<file path="src/mode_seq_defines.svh">
// Register offsets, field positions, reset values and timing counts
`ifndef MODE_SEQ_DEFINES_SVH
`define MODE_SEQ_DEFINES_SVH
`define OFS_CONVERTER_SETUP 12'h004
`define OFS_CTRL 12'h008
`define OFS_SPOT 12'h00c
`define OFS_FILT 12'h010
`define OFS_STAT 12'h014
`define OFS_FRES 12'h018
`define OFS_DRES 12'h01c
`define CONVERTER_SETUP_RESET 32'h0000_0002
`define CONVERTER_SETUP_OVR_POL 16
`define CONVERTER_SETUP_FDMA 14
`define CONVERTER_SETUP_DDMA 13
`define CONVERTER_SETUP_PATH_LO 7
`define CONVERTER_SETUP_SEQ_LO 2
`define CONVERTER_SETUP_REPEAT 0
`define CTRL_REG_EN 5
`define CTRL_MIC_EN 3
`define CTRL_HALT 2
`define CTRL_GO 1
`define CTRL_POWER 0
`define SPOT_GO 1
`define SPOT_SRC 0
`define FILT_RATE_LO 0
`define FILT_SIDE 4
`define FILT_INTERP 5
`define FILT_HIGHF 6
`define FILT_COMB_LO 8
`define STAT_FDONE 0
`define STAT_FOVR 1
`define STAT_DDONE 2
`define CONV_CYCLES 8'd16
`define SPOT_CYCLES 8'd16
`define FILT_BASE_LAT 8'd4
`endif

</file>
<file path="src/mode_seq_pkg.sv">
// Types shared by the converter mode sequencer
package mode_seq_pkg;
   typedef enum logic [1:0] {
      PATH_RSVD,
      PATH_AUDIO,
      PATH_SEQ,
      PATH_FULL
   } path_t;
   typedef enum {
      CONV_IDLE,
      CONV_RUN,
      CONV_SPOT
   } conv_state_t;
endpackage

</file>
<file path="src/mode_sequencer.sv">
// Converter mode sequencer: mic capture, full mode and spot conversions
//
// The APB register port and the register offsets are this design's own decisions.
`timescale 1ns/1ps
`include "mode_seq_defines.svh"
// How it works
// - Mic mode drives divided bit clock out and samples density input.
// - Mic mode uses filter only, converts continuously into filter result.
// - Setting mic enable starts bit clock at once until cleared.
// - Filter side bit picks left or right microphone channel.
// - Interp, high-freq and comb fields set decimation ratio.
// - Each filter sample sets done flag; it lands in filter result unless an overrun under policy 0 keeps the old one.
// - First filter sample waits the filter latency for chosen ratio.
// - Filter DMA enable turns each sample into a DMA request.
// - New filter sample before prior read raises overrun flag.
// - Overrun policy 0 keeps old sample, 1 takes new one.
// - Clearing mic enable stops at once, abandoning partial sample.
// - Full mode converts external or internal sources via filter.
// - Full mode starts on go bit; results go to filter result.
// - Halt bit stops full mode at once, dropping conversion in flight.
// - Spot conversion is one battery or temperature sample via sampler.
// - Spot go launches one; result to sampler output, done flag set.
// - Spot conversion only runs alongside running audio or full mode.
// - Spot conversion forces down-sample factor to one.
// - Sampler DMA enable makes spot results into DMA requests.
// - Only sequenced+mic, audio+spot, full+spot may run together; mic capture here is not gated by path select and runs with any mode.
// - Borrowed slot repeats previous continuous result.
// - Path select 01 audio, 10 sequenced, 11 full, 00 reserved.
// - Go, halt and spot go bits self-clear once acted on.
// - Spot source 0 is battery, 1 is temperature.
module mode_sequencer
   import mode_seq_pkg::*;
(
   // APB slave
   input wire logic pclk,
   input wire logic presetn,
   input wire logic psel,
   input wire logic penable,
   input wire logic pwrite,
   input wire logic [11:0] paddr,
   input wire logic [31:0] pwdata,
   output logic [31:0] prdata,
   output logic pready,
   output logic pslverr,
   // Microphone link
   output logic mic_bitclock_out,
   input wire logic mic_density_in,
   // Shared converter
   input wire logic [11:0] conv_sample,
   output logic conv_source_temp,
   output logic converter_regulator_enable,
   output logic conv_power,
   // DMA requests
   output logic filter_dma_req,
   output logic downsampler_dma_req,
   // Event lines toward the interrupt controller
   output logic filter_sample_ready,
   output logic downsampler_sample_ready
);

   // ************************************************************
   // Registers
   // ************************************************************
   logic [31:0] converter_setup_q;
   logic [5:0] ctrl_q;
   logic spot_source_select_q;
   logic [15:0] filter_setup_q;
   logic [15:0] filter_result_q;
   logic [15:0] downsampler_result_q;
   logic filter_done_flag_q;
   logic filter_overrun_flag_q;
   logic downsampler_done_flag_q;
   logic conversion_go_q;
   logic path_halt_q;
   logic spot_conversion_go_q;
   logic wr_en;
   logic rd_en;
   path_t path_select;
   logic mic_capture_enable;
   logic fres_read;
   logic dres_read;

   assign wr_en = psel & penable & pwrite;
   assign rd_en = psel & penable & ~pwrite;
   assign path_select = path_t'(converter_setup_q[`CONVERTER_SETUP_PATH_LO +: 2]);
   assign mic_capture_enable = ctrl_q[`CTRL_MIC_EN];
   assign fres_read = rd_en & (paddr == `OFS_FRES);
   assign dres_read = rd_en & (paddr == `OFS_DRES);

   function automatic logic hit(input logic [11:0] a, input logic [11:0] o);
      hit = (a == o);
   endfunction

   always_ff @(posedge pclk or negedge presetn) begin
      if (!presetn) begin
         converter_setup_q <= `CONVERTER_SETUP_RESET;
         ctrl_q <= 6'h00;
         spot_source_select_q <= 1'b0;
         filter_setup_q <= 16'h0000;
      end else if (wr_en) begin
         if (hit(paddr, `OFS_CONVERTER_SETUP)) begin
            converter_setup_q <= {11'h000, pwdata[20:11], 2'b00, pwdata[8:0]};
         end
         if (hit(paddr, `OFS_CTRL)) begin
            ctrl_q <= {pwdata[5], 1'b0, pwdata[3], 2'b00, pwdata[0]};
         end
         if (hit(paddr, `OFS_SPOT)) begin
            spot_source_select_q <= pwdata[`SPOT_SRC];
         end
         if (hit(paddr, `OFS_FILT)) begin
            filter_setup_q <= pwdata[15:0];
         end
      end
   end

   always_ff @(posedge pclk or negedge presetn) begin
      if (!presetn) begin
         prdata <= 32'h0000_0000;
         pready <= 1'b0;
         pslverr <= 1'b0;
      end else begin
         pready <= psel & ~penable;
         pslverr <= 1'b0;
         if (psel & ~penable & ~pwrite) begin
            case (paddr)
               `OFS_CONVERTER_SETUP: prdata <= converter_setup_q;
               `OFS_CTRL: prdata <= {26'h0, ctrl_q[5], 1'b0, ctrl_q[3],
                  path_halt_q, conversion_go_q, ctrl_q[0]};
               `OFS_SPOT: prdata <= {30'h0, spot_conversion_go_q,
                  spot_source_select_q};
               `OFS_FILT: prdata <= {16'h0, filter_setup_q};
               `OFS_STAT: prdata <= {29'h0, downsampler_done_flag_q,
                  filter_overrun_flag_q, filter_done_flag_q};
               `OFS_FRES: prdata <= {16'h0, filter_result_q};
               `OFS_DRES: prdata <= {16'h0, downsampler_result_q};
               default: prdata <= 32'h0000_0000;
            endcase
         end
      end
   end

   assign converter_regulator_enable = ctrl_q[`CTRL_REG_EN];
   assign conv_power = ctrl_q[`CTRL_POWER];

   // ************************************************************
   // Self-clearing command bits
   // ************************************************************
   conv_state_t conv_q;
   logic spot_done;
   logic run_done;

   always_ff @(posedge pclk or negedge presetn) begin
      if (!presetn) begin
         conversion_go_q <= 1'b0;
         path_halt_q <= 1'b0;
         spot_conversion_go_q <= 1'b0;
      end else begin
         // Pulse commands clear the cycle after they are taken
         conversion_go_q <= wr_en & hit(paddr, `OFS_CTRL) &
            pwdata[`CTRL_GO];
         path_halt_q <= wr_en & hit(paddr, `OFS_CTRL) &
            pwdata[`CTRL_HALT];
         spot_conversion_go_q <= wr_en & hit(paddr, `OFS_SPOT) &
            pwdata[`SPOT_GO];
      end
   end

   // ************************************************************
   // Full and audio continuous runs with spot interleave
   // ************************************************************
   logic [7:0] conv_cnt_q;
   logic run_active_q;
   logic spot_pend_q;
   logic repeat_run_sel_mode;

   assign repeat_run_sel_mode = (path_select == PATH_FULL) ||
      (path_select == PATH_AUDIO);

   always_ff @(posedge pclk or negedge presetn) begin
      if (!presetn) begin
         run_active_q <= 1'b0;
      end else if (path_halt_q) begin
         run_active_q <= 1'b0;
      end else if (conversion_go_q && repeat_run_sel_mode) begin
         run_active_q <= 1'b1;
      end
   end

   always_ff @(posedge pclk or negedge presetn) begin
      if (!presetn) begin
         spot_pend_q <= 1'b0;
      end else if (spot_conversion_go_q && run_active_q) begin
         spot_pend_q <= 1'b1;
      end else if (conv_q == CONV_SPOT || !run_active_q) begin
         spot_pend_q <= 1'b0;
      end
   end

   always_ff @(posedge pclk or negedge presetn) begin
      if (!presetn) begin
         conv_q <= CONV_IDLE;
         conv_cnt_q <= 8'h00;
      end else begin
         case (conv_q)
            CONV_IDLE: begin
               conv_cnt_q <= 8'h00;
               if (run_active_q) begin
                  conv_q <= CONV_RUN;
               end
            end
            CONV_RUN: begin
               if (!run_active_q) begin
                  conv_q <= CONV_IDLE;
               end else if (conv_cnt_q == `CONV_CYCLES - 8'd1) begin
                  conv_cnt_q <= 8'h00;
                  // Spot takes the next slot of the shared converter
                  conv_q <= spot_pend_q ? CONV_SPOT : CONV_RUN;
               end else begin
                  conv_cnt_q <= conv_cnt_q + 8'd1;
               end
            end
            CONV_SPOT: begin
               if (!run_active_q) begin
                  conv_q <= CONV_IDLE;
               end else if (conv_cnt_q == `SPOT_CYCLES - 8'd1) begin
                  conv_cnt_q <= 8'h00;
                  conv_q <= CONV_RUN;
               end else begin
                  conv_cnt_q <= conv_cnt_q + 8'd1;
               end
            end
            default: conv_q <= CONV_IDLE;
         endcase
      end
   end

   // A halt taken this cycle drops the slot that would end now
   assign run_done = (conv_q == CONV_RUN) && run_active_q && !path_halt_q &&
      (conv_cnt_q == `CONV_CYCLES - 8'd1);
   assign spot_done = (conv_q == CONV_SPOT) && run_active_q && !path_halt_q &&
      (conv_cnt_q == `SPOT_CYCLES - 8'd1);
   assign conv_source_temp = spot_source_select_q;

   // ************************************************************
   // Microphone link and decimation
   // ************************************************************
   logic mic_sync1_q;
   logic mic_sync2_q;
   logic [3:0] div_cnt_q;
   logic [15:0] acc_q;
   logic [15:0] dec_cnt_q;
   logic [15:0] dec_ratio;
   logic [7:0] warm_q;
   logic mic_sample;
   logic mic_take;
   logic rise;

   // Ratio only from setup fields; filter arithmetic is a plain count
   assign dec_ratio = ({8'h00, filter_setup_q[`FILT_COMB_LO +: 8]} + 16'd1)
      << {filter_setup_q[`FILT_INTERP], filter_setup_q[`FILT_HIGHF]};

   always_ff @(posedge pclk or negedge presetn) begin
      if (!presetn) begin
         mic_sync1_q <= 1'b0;
         mic_sync2_q <= 1'b0;
      end else begin
         mic_sync1_q <= mic_density_in;
         mic_sync2_q <= mic_sync1_q;
      end
   end

   always_ff @(posedge pclk or negedge presetn) begin
      if (!presetn) begin
         div_cnt_q <= 4'h0;
         mic_bitclock_out <= 1'b0;
      end else if (!mic_capture_enable) begin
         div_cnt_q <= 4'h0;
         mic_bitclock_out <= 1'b0;
      end else if (div_cnt_q == filter_setup_q[`FILT_RATE_LO +: 4]) begin
         div_cnt_q <= 4'h0;
         mic_bitclock_out <= ~mic_bitclock_out;
      end else begin
         div_cnt_q <= div_cnt_q + 4'h1;
      end
   end

   // Left on rising edge, right on falling edge of the bit clock
   assign rise = (div_cnt_q == filter_setup_q[`FILT_RATE_LO +: 4]);
   assign mic_take = mic_capture_enable && rise &&
      (mic_bitclock_out == filter_setup_q[`FILT_SIDE]);

   always_ff @(posedge pclk or negedge presetn) begin
      if (!presetn) begin
         acc_q <= 16'h0000;
         dec_cnt_q <= 16'h0000;
         warm_q <= 8'h00;
      end else if (!mic_capture_enable) begin
         acc_q <= 16'h0000;
         dec_cnt_q <= 16'h0000;
         warm_q <= 8'h00;
      end else if (mic_take) begin
         if (dec_cnt_q == dec_ratio - 16'd1) begin
            dec_cnt_q <= 16'h0000;
            acc_q <= 16'h0000;
            if (warm_q != `FILT_BASE_LAT) begin
               warm_q <= warm_q + 8'd1;
            end
         end else begin
            dec_cnt_q <= dec_cnt_q + 16'd1;
            acc_q <= acc_q + {15'h0000, mic_sync2_q};
         end
      end
   end

   assign mic_sample = mic_take && (dec_cnt_q == dec_ratio - 16'd1) &&
      (warm_q == `FILT_BASE_LAT);

   // ************************************************************
   // Result registers, flags and requests
   // ************************************************************
   logic f_new;
   logic [15:0] f_val;
   assign f_new = mic_sample | run_done;
   assign f_val = mic_sample ? acc_q + {15'h0000, mic_sync2_q} :
      {4'h0, conv_sample};

   always_ff @(posedge pclk or negedge presetn) begin
      if (!presetn) begin
         filter_result_q <= 16'h0000;
      end else if (f_new && (!filter_done_flag_q ||
            converter_setup_q[`CONVERTER_SETUP_OVR_POL])) begin
         filter_result_q <= f_val;
      end else if (spot_done) begin
         filter_result_q <= filter_result_q;
      end
   end

   always_ff @(posedge pclk or negedge presetn) begin
      if (!presetn) begin
         filter_done_flag_q <= 1'b0;
         filter_overrun_flag_q <= 1'b0;
      end else begin
         // Set wins over a read that clears in the same cycle
         filter_done_flag_q <= f_new | (filter_done_flag_q & ~fres_read);
         filter_overrun_flag_q <= (f_new & filter_done_flag_q & ~fres_read) |
            (filter_overrun_flag_q & ~(wr_en & hit(paddr, `OFS_STAT) &
            pwdata[`STAT_FOVR]));
      end
   end

   always_ff @(posedge pclk or negedge presetn) begin
      if (!presetn) begin
         downsampler_result_q <= 16'h0000;
         downsampler_done_flag_q <= 1'b0;
      end else begin
         if (spot_done) begin
            // Factor forced to one: raw sample, no accumulation
            downsampler_result_q <= {4'h0, conv_sample};
         end
         downsampler_done_flag_q <= spot_done |
            (downsampler_done_flag_q & ~dres_read);
      end
   end

   always_ff @(posedge pclk or negedge presetn) begin
      if (!presetn) begin
         filter_dma_req <= 1'b0;
         filter_sample_ready <= 1'b0;
         downsampler_dma_req <= 1'b0;
         downsampler_sample_ready <= 1'b0;
      end else begin
         filter_dma_req <= f_new & converter_setup_q[`CONVERTER_SETUP_FDMA];
         filter_sample_ready <= f_new & ~converter_setup_q[`CONVERTER_SETUP_FDMA];
         downsampler_dma_req <= spot_done & converter_setup_q[`CONVERTER_SETUP_DDMA];
         downsampler_sample_ready <= spot_done &
            ~converter_setup_q[`CONVERTER_SETUP_DDMA];
      end
   end

endmodule

</file>
<file path="config.mk">
export PLATFORM = sky130hd
export DESIGN_NAME = mode_sequencer
export DESIGN_NICKNAME = d
export VERILOG_FILES = /design/src/mode_seq_pkg.sv /design/src/mode_sequencer.sv
export VERILOG_INCLUDE_DIRS = /design/src
export SDC_FILE = /design/constraint.sdc
export NUM_CORES = 1
export LEC_CHECK = 0
export BUFFER_PORTS_ARGS = -buffer_cell sky130_fd_sc_hd__buf_2
export CORE_ASPECT_RATIO = 1.1
export CORE_MARGIN = 5
export CORE_UTILIZATION = 57
export CTS_BUF_LIST = sky130_fd_sc_hd__clkbuf_8
export DETAILED_ROUTE_END_ITERATION = 12
export PLACE_DENSITY_LB_ADDON = 0.08
export RECOVER_POWER = 100
export SYNTH_ARGS = -nofsm -noshare
export SYNTH_HDL_FRONTEND = slang
export SYNTH_SLANG_ARGS = --single-unit
</file>
<file path="constraint.sdc">
create_clock -name pclk -period 5.2 [get_ports pclk]
set_input_delay 0.52 -clock pclk [delete_from_list [all_inputs] [get_ports pclk]]
set_output_delay 0.52 -clock pclk [all_outputs]
set_load 0.02 [all_outputs]
</file>
==> metrics.csv <==
metric,value,unit
run status,"finished, violations left",
violated checks,"max-capacitance violations, max-slew violations",
PD cells,279.1,nW/um^2
RSZ-0062 raised after global routing,false,
number of fill cells,1309,
Reg power frac,49.4,%
Crit path max-delay family,compound AO/OA/AOI/OAI gates,
Synth Area in Compound Gates,17.78,%
crit path buf inv count,0,
number of remaining DRC errors,0,
Clock Power Share,33.0,%
TritonCTS Buffers,17,
Worst-Margin Slew,2.710,ns
Mapped Cells,922,
Lkg Pwr,4.440,nW
Post-Synthesis Cell Area,9094,um^2
Fin Setup TNS,0,ns
Sequential Area,3955,um^2
Yosys reg bits,158,
skew final,0.01456,ns
crit-path max FO,16,
critical path cell sequence,ha_1 > and3_1 > xnor2_1 > a221o_1 > nor4b_1 > xor2_1 > a2111oi_1 > o211ai_1 > o31ai_4 > nor2_1 > mux2_2,
DRT Wirelength,22.74,mm
final setup vio count,0,
"reg-to-reg slack, setup",0.47,ns
die span in y,142.5,um
first-pass GRT wire length,37.18,mm
Sw Share,32.13,%
Area Overhead vs Synth,8.531,%
largest stage delay on the critical path,0.67,ns
Max-slew headroom,-80.70,%
PortBufs,80,
Avg WL per Cell,19.03,um
Pint,0.001869,W
Max Cap Viol,2,
Overall Global Routing Usage,25.18,%
worst hold path class,input port to flop,
Root Driver,clkbuf_8,
hpwl dp,16.62,mm
Die Width,130.4,um
multi-input logic area,4755,um^2
Hold Path Origin,mic_density_in,
largest net degree at the start of global routing,111,
total core area,15680,um^2
Peak supply drop,0.2401,mV
number of setup buffers added after CTS,0,
CP arrival,5.07,ns
Worst Hold Path EP,mic_sync1_q,
clock buffer depth,2,
Setup Crit Path Kind,flop to flop,
layout cell share with drive strength beyond 1,16.38,%
CTS tree,yes,
"Req. time, crit path",5.54,ns
initial antenna violation count,0,
Final Max Tran Viols,131,
Yosys cell types,82,
Switch Pwr,0.0008848,W
via count,7444,
CP max-delay cell,dfrtp_1,
H-tree levels,4,
post-synthesis xor/xnor area fraction,4.513,%
Nets,1057,
main combinational cell family by area after synthesis,simple AND/OR/NAND/NOR gates,
Final Cycle Share,90.97,%
sequential fraction of the synthesis area,43.49,%
placed cells,1163,
cts hold-fix bufs,0,
vias in the first global route,7431,
die area,18580,um^2
clk sinks,158,
Fmax achieved,0.2114,GHz
Via-to-Cell Ratio,6.229,
crit start category,flop,
Worst-Skew Late Latency,0.45,ns
FF-to-FF path depth,11,
number of enable flip-flop cells after synthesis,0,
IO Count,104,
final hold viol count,0,
ys async rst share,100.0,%
CP Capture Type,flop,
crit path time final,4.730,ns
Comb pwr share,17.6,%
initial core utilization,58.01,%
Final ANT Viol Nets,0,
placed inst area,9554,um^2
Synth Flop Type,dfrtp_1,
Placer Congestion,0.8914,
mux cell area share after synthesis,9.384,%
total power,0.002754,W
CTS resizes,0,
grt ovf,0,
Syn. warnings,0,
fin cells,1195,
Synth Area in Simple Gates,18.49,%
Synth Area in Adders,1.789,%
1st-iter DRT viols,638,
Synth Area per Inst,9.863,um^2
cell area after layout,9869,um^2
reg2reg end,dec_cnt_q[0],
Antenna diodes,0,
clock-pin slew on the worst setup and hold paths,0.09,ns
Pre-Repair DR Iteration Count,7,
worst r2r src,filter_setup_q[8],
Rows,48,
Worst Hold Depth,1,
[cells in the mapped netlist, drive strengths merged, types with 5 or more instances]
master,instances,area (um^2)
buf,34,230.2
clkbuf,30,112.6
inv,17,63.81
nand4b,6,52.55
and2,7,43.80
mux2,58,653.1
ha,13,162.7
or2,5,31.28
o22ai,6,37.54
nor2b,20,125.1
dfrtp,157,3929
a2bb2oi,10,87.58
mux2i,20,200.2
nor2,49,193.9
a222oi,12,120.1
or3,15,93.84
a21o,5,37.54
nor3,14,75.07
a22oi,5,37.54
o31ai,8,73.82
xor2,22,192.7
and3,29,182.7
nor4,11,75.07
a22o,16,141.4
o21ai,70,350.3
xnor2,24,217.7
o21a,13,97.59
nand4,12,75.07
a21oi,21,116.4
a31oi,7,43.79
nand2,86,322.8
nand3,34,170.2
nand2b,12,75.07
and4,7,61.31
[worst max path at each step]
| stage | depth (start not counted) | from | slack (ns) | to |
|---|---|---|---|---|
| floorplan | 15 | filter_setup_q[5] | 1.42 | acc_q[12] |
| global placement | 12 | filter_setup_q[8] | 0.66 | acc_q[13] |
| detailed placement | 14 | filter_setup_q[8] | 0.56 | acc_q[13] |
| CTS | 14 | filter_setup_q[8] | 0.55 | acc_q[13] |
| global route | 11 | filter_setup_q[8] | 0.19 | dec_cnt_q[5] |
| finish | 11 | filter_setup_q[8] | 0.47 | dec_cnt_q[0] |
[power groups by stage]
stage               combinational, W  sequential [W]  clock (W)
floorplan                   0.000338         0.00137          0
global route                0.000541         0.00137   0.000987
detailed placement          0.000490         0.00138          0
CTS                         0.000491         0.00136   0.000928
finish                      0.000483         0.00136   0.000910
global placement            0.000470         0.00138          0
[placed cells by master, fill, tap and decap left out, types with 9 or more instances in the layout]
cell type and count:
clkbuf_8 18, a2bb2oi_1 10, mux2_2 58, nand4_1 12, o21a_1 13, inv_1 17
nor3_1 14, or3_1 15, buf_4 9, a21oi_1 20, nand2b_1 12, nor2_1 48
nand3_1 34, dfrtp_1 157, a22o_1 15, and3_1 28, nor4_1 10, a222oi_1 12
buf_2 48, xnor2_1 24, mux2i_1 20, conb_1 12, clkbuf_1 35, nor2b_1 20
o21ai_0 62, ha_1 13, nand2_1 86, xor2_1 22
[cell type report]
cell class              count  area share (%)
inverters                  18          0.6846
repair buffers             94           4.551
flip-flops and latches    158           40.07
clock inverters            14           1.471
well taps                 200           2.535
multi-input cells         693           48.17
clock buffers              18           2.510
[metrics by stage]
step | utilization, % | hold WS (ns) | worst slack, ns
after floorplan | - | 0.2244 | 1.422
after global placement | 60.95 | 0.3338 | 0.6645
after detailed placement | 60.95 | 0.3410 | 0.5559
after CTS | 63.46 | 0.1524 | 0.5497
after global routing | 62.96 | 0.1472 | 0.1881
final | 62.96 | 0.1785 | 0.4697
[logic make-up (layout without fill, tap and decap cells)]
| kind of cell | after synthesis | after routing |
|---|---|---|
| multiplexers | 78 | 78 |
| AO/OA/AOI/OAI | 225 | 225 |
| buffers and inverters | 82 | 144 |
| other | 1 | 12 |
| XOR/XNOR | 46 | 46 |
| flip-flops | 158 | 158 |
| adder cells (fa/ha/maj) | 13 | 13 |
| AND/OR/NAND/NOR | 319 | 319 |
[sequential cells by signal (all words and copies together), names as in the netlist, 12 cells and up]
signal and flops:
dec_cnt_q 16, acc_q 16, prdata 21, filter_setup_q 16, filter_result_q 16, converter_setup_q 19
downsampler_result_q 12
[metal layers]
layer	wire length, um	track usage [%]	up-vias	share of wire, %
met5	0	0	-	0
met2	11050	41.38	213	49
met1	10000	33.74	3679	44
li1	-	-	3509	-
met4	530	9.096	0	2.3
met3	1160	4.167	43	5.1
Power figures use the tool's default switching activity.
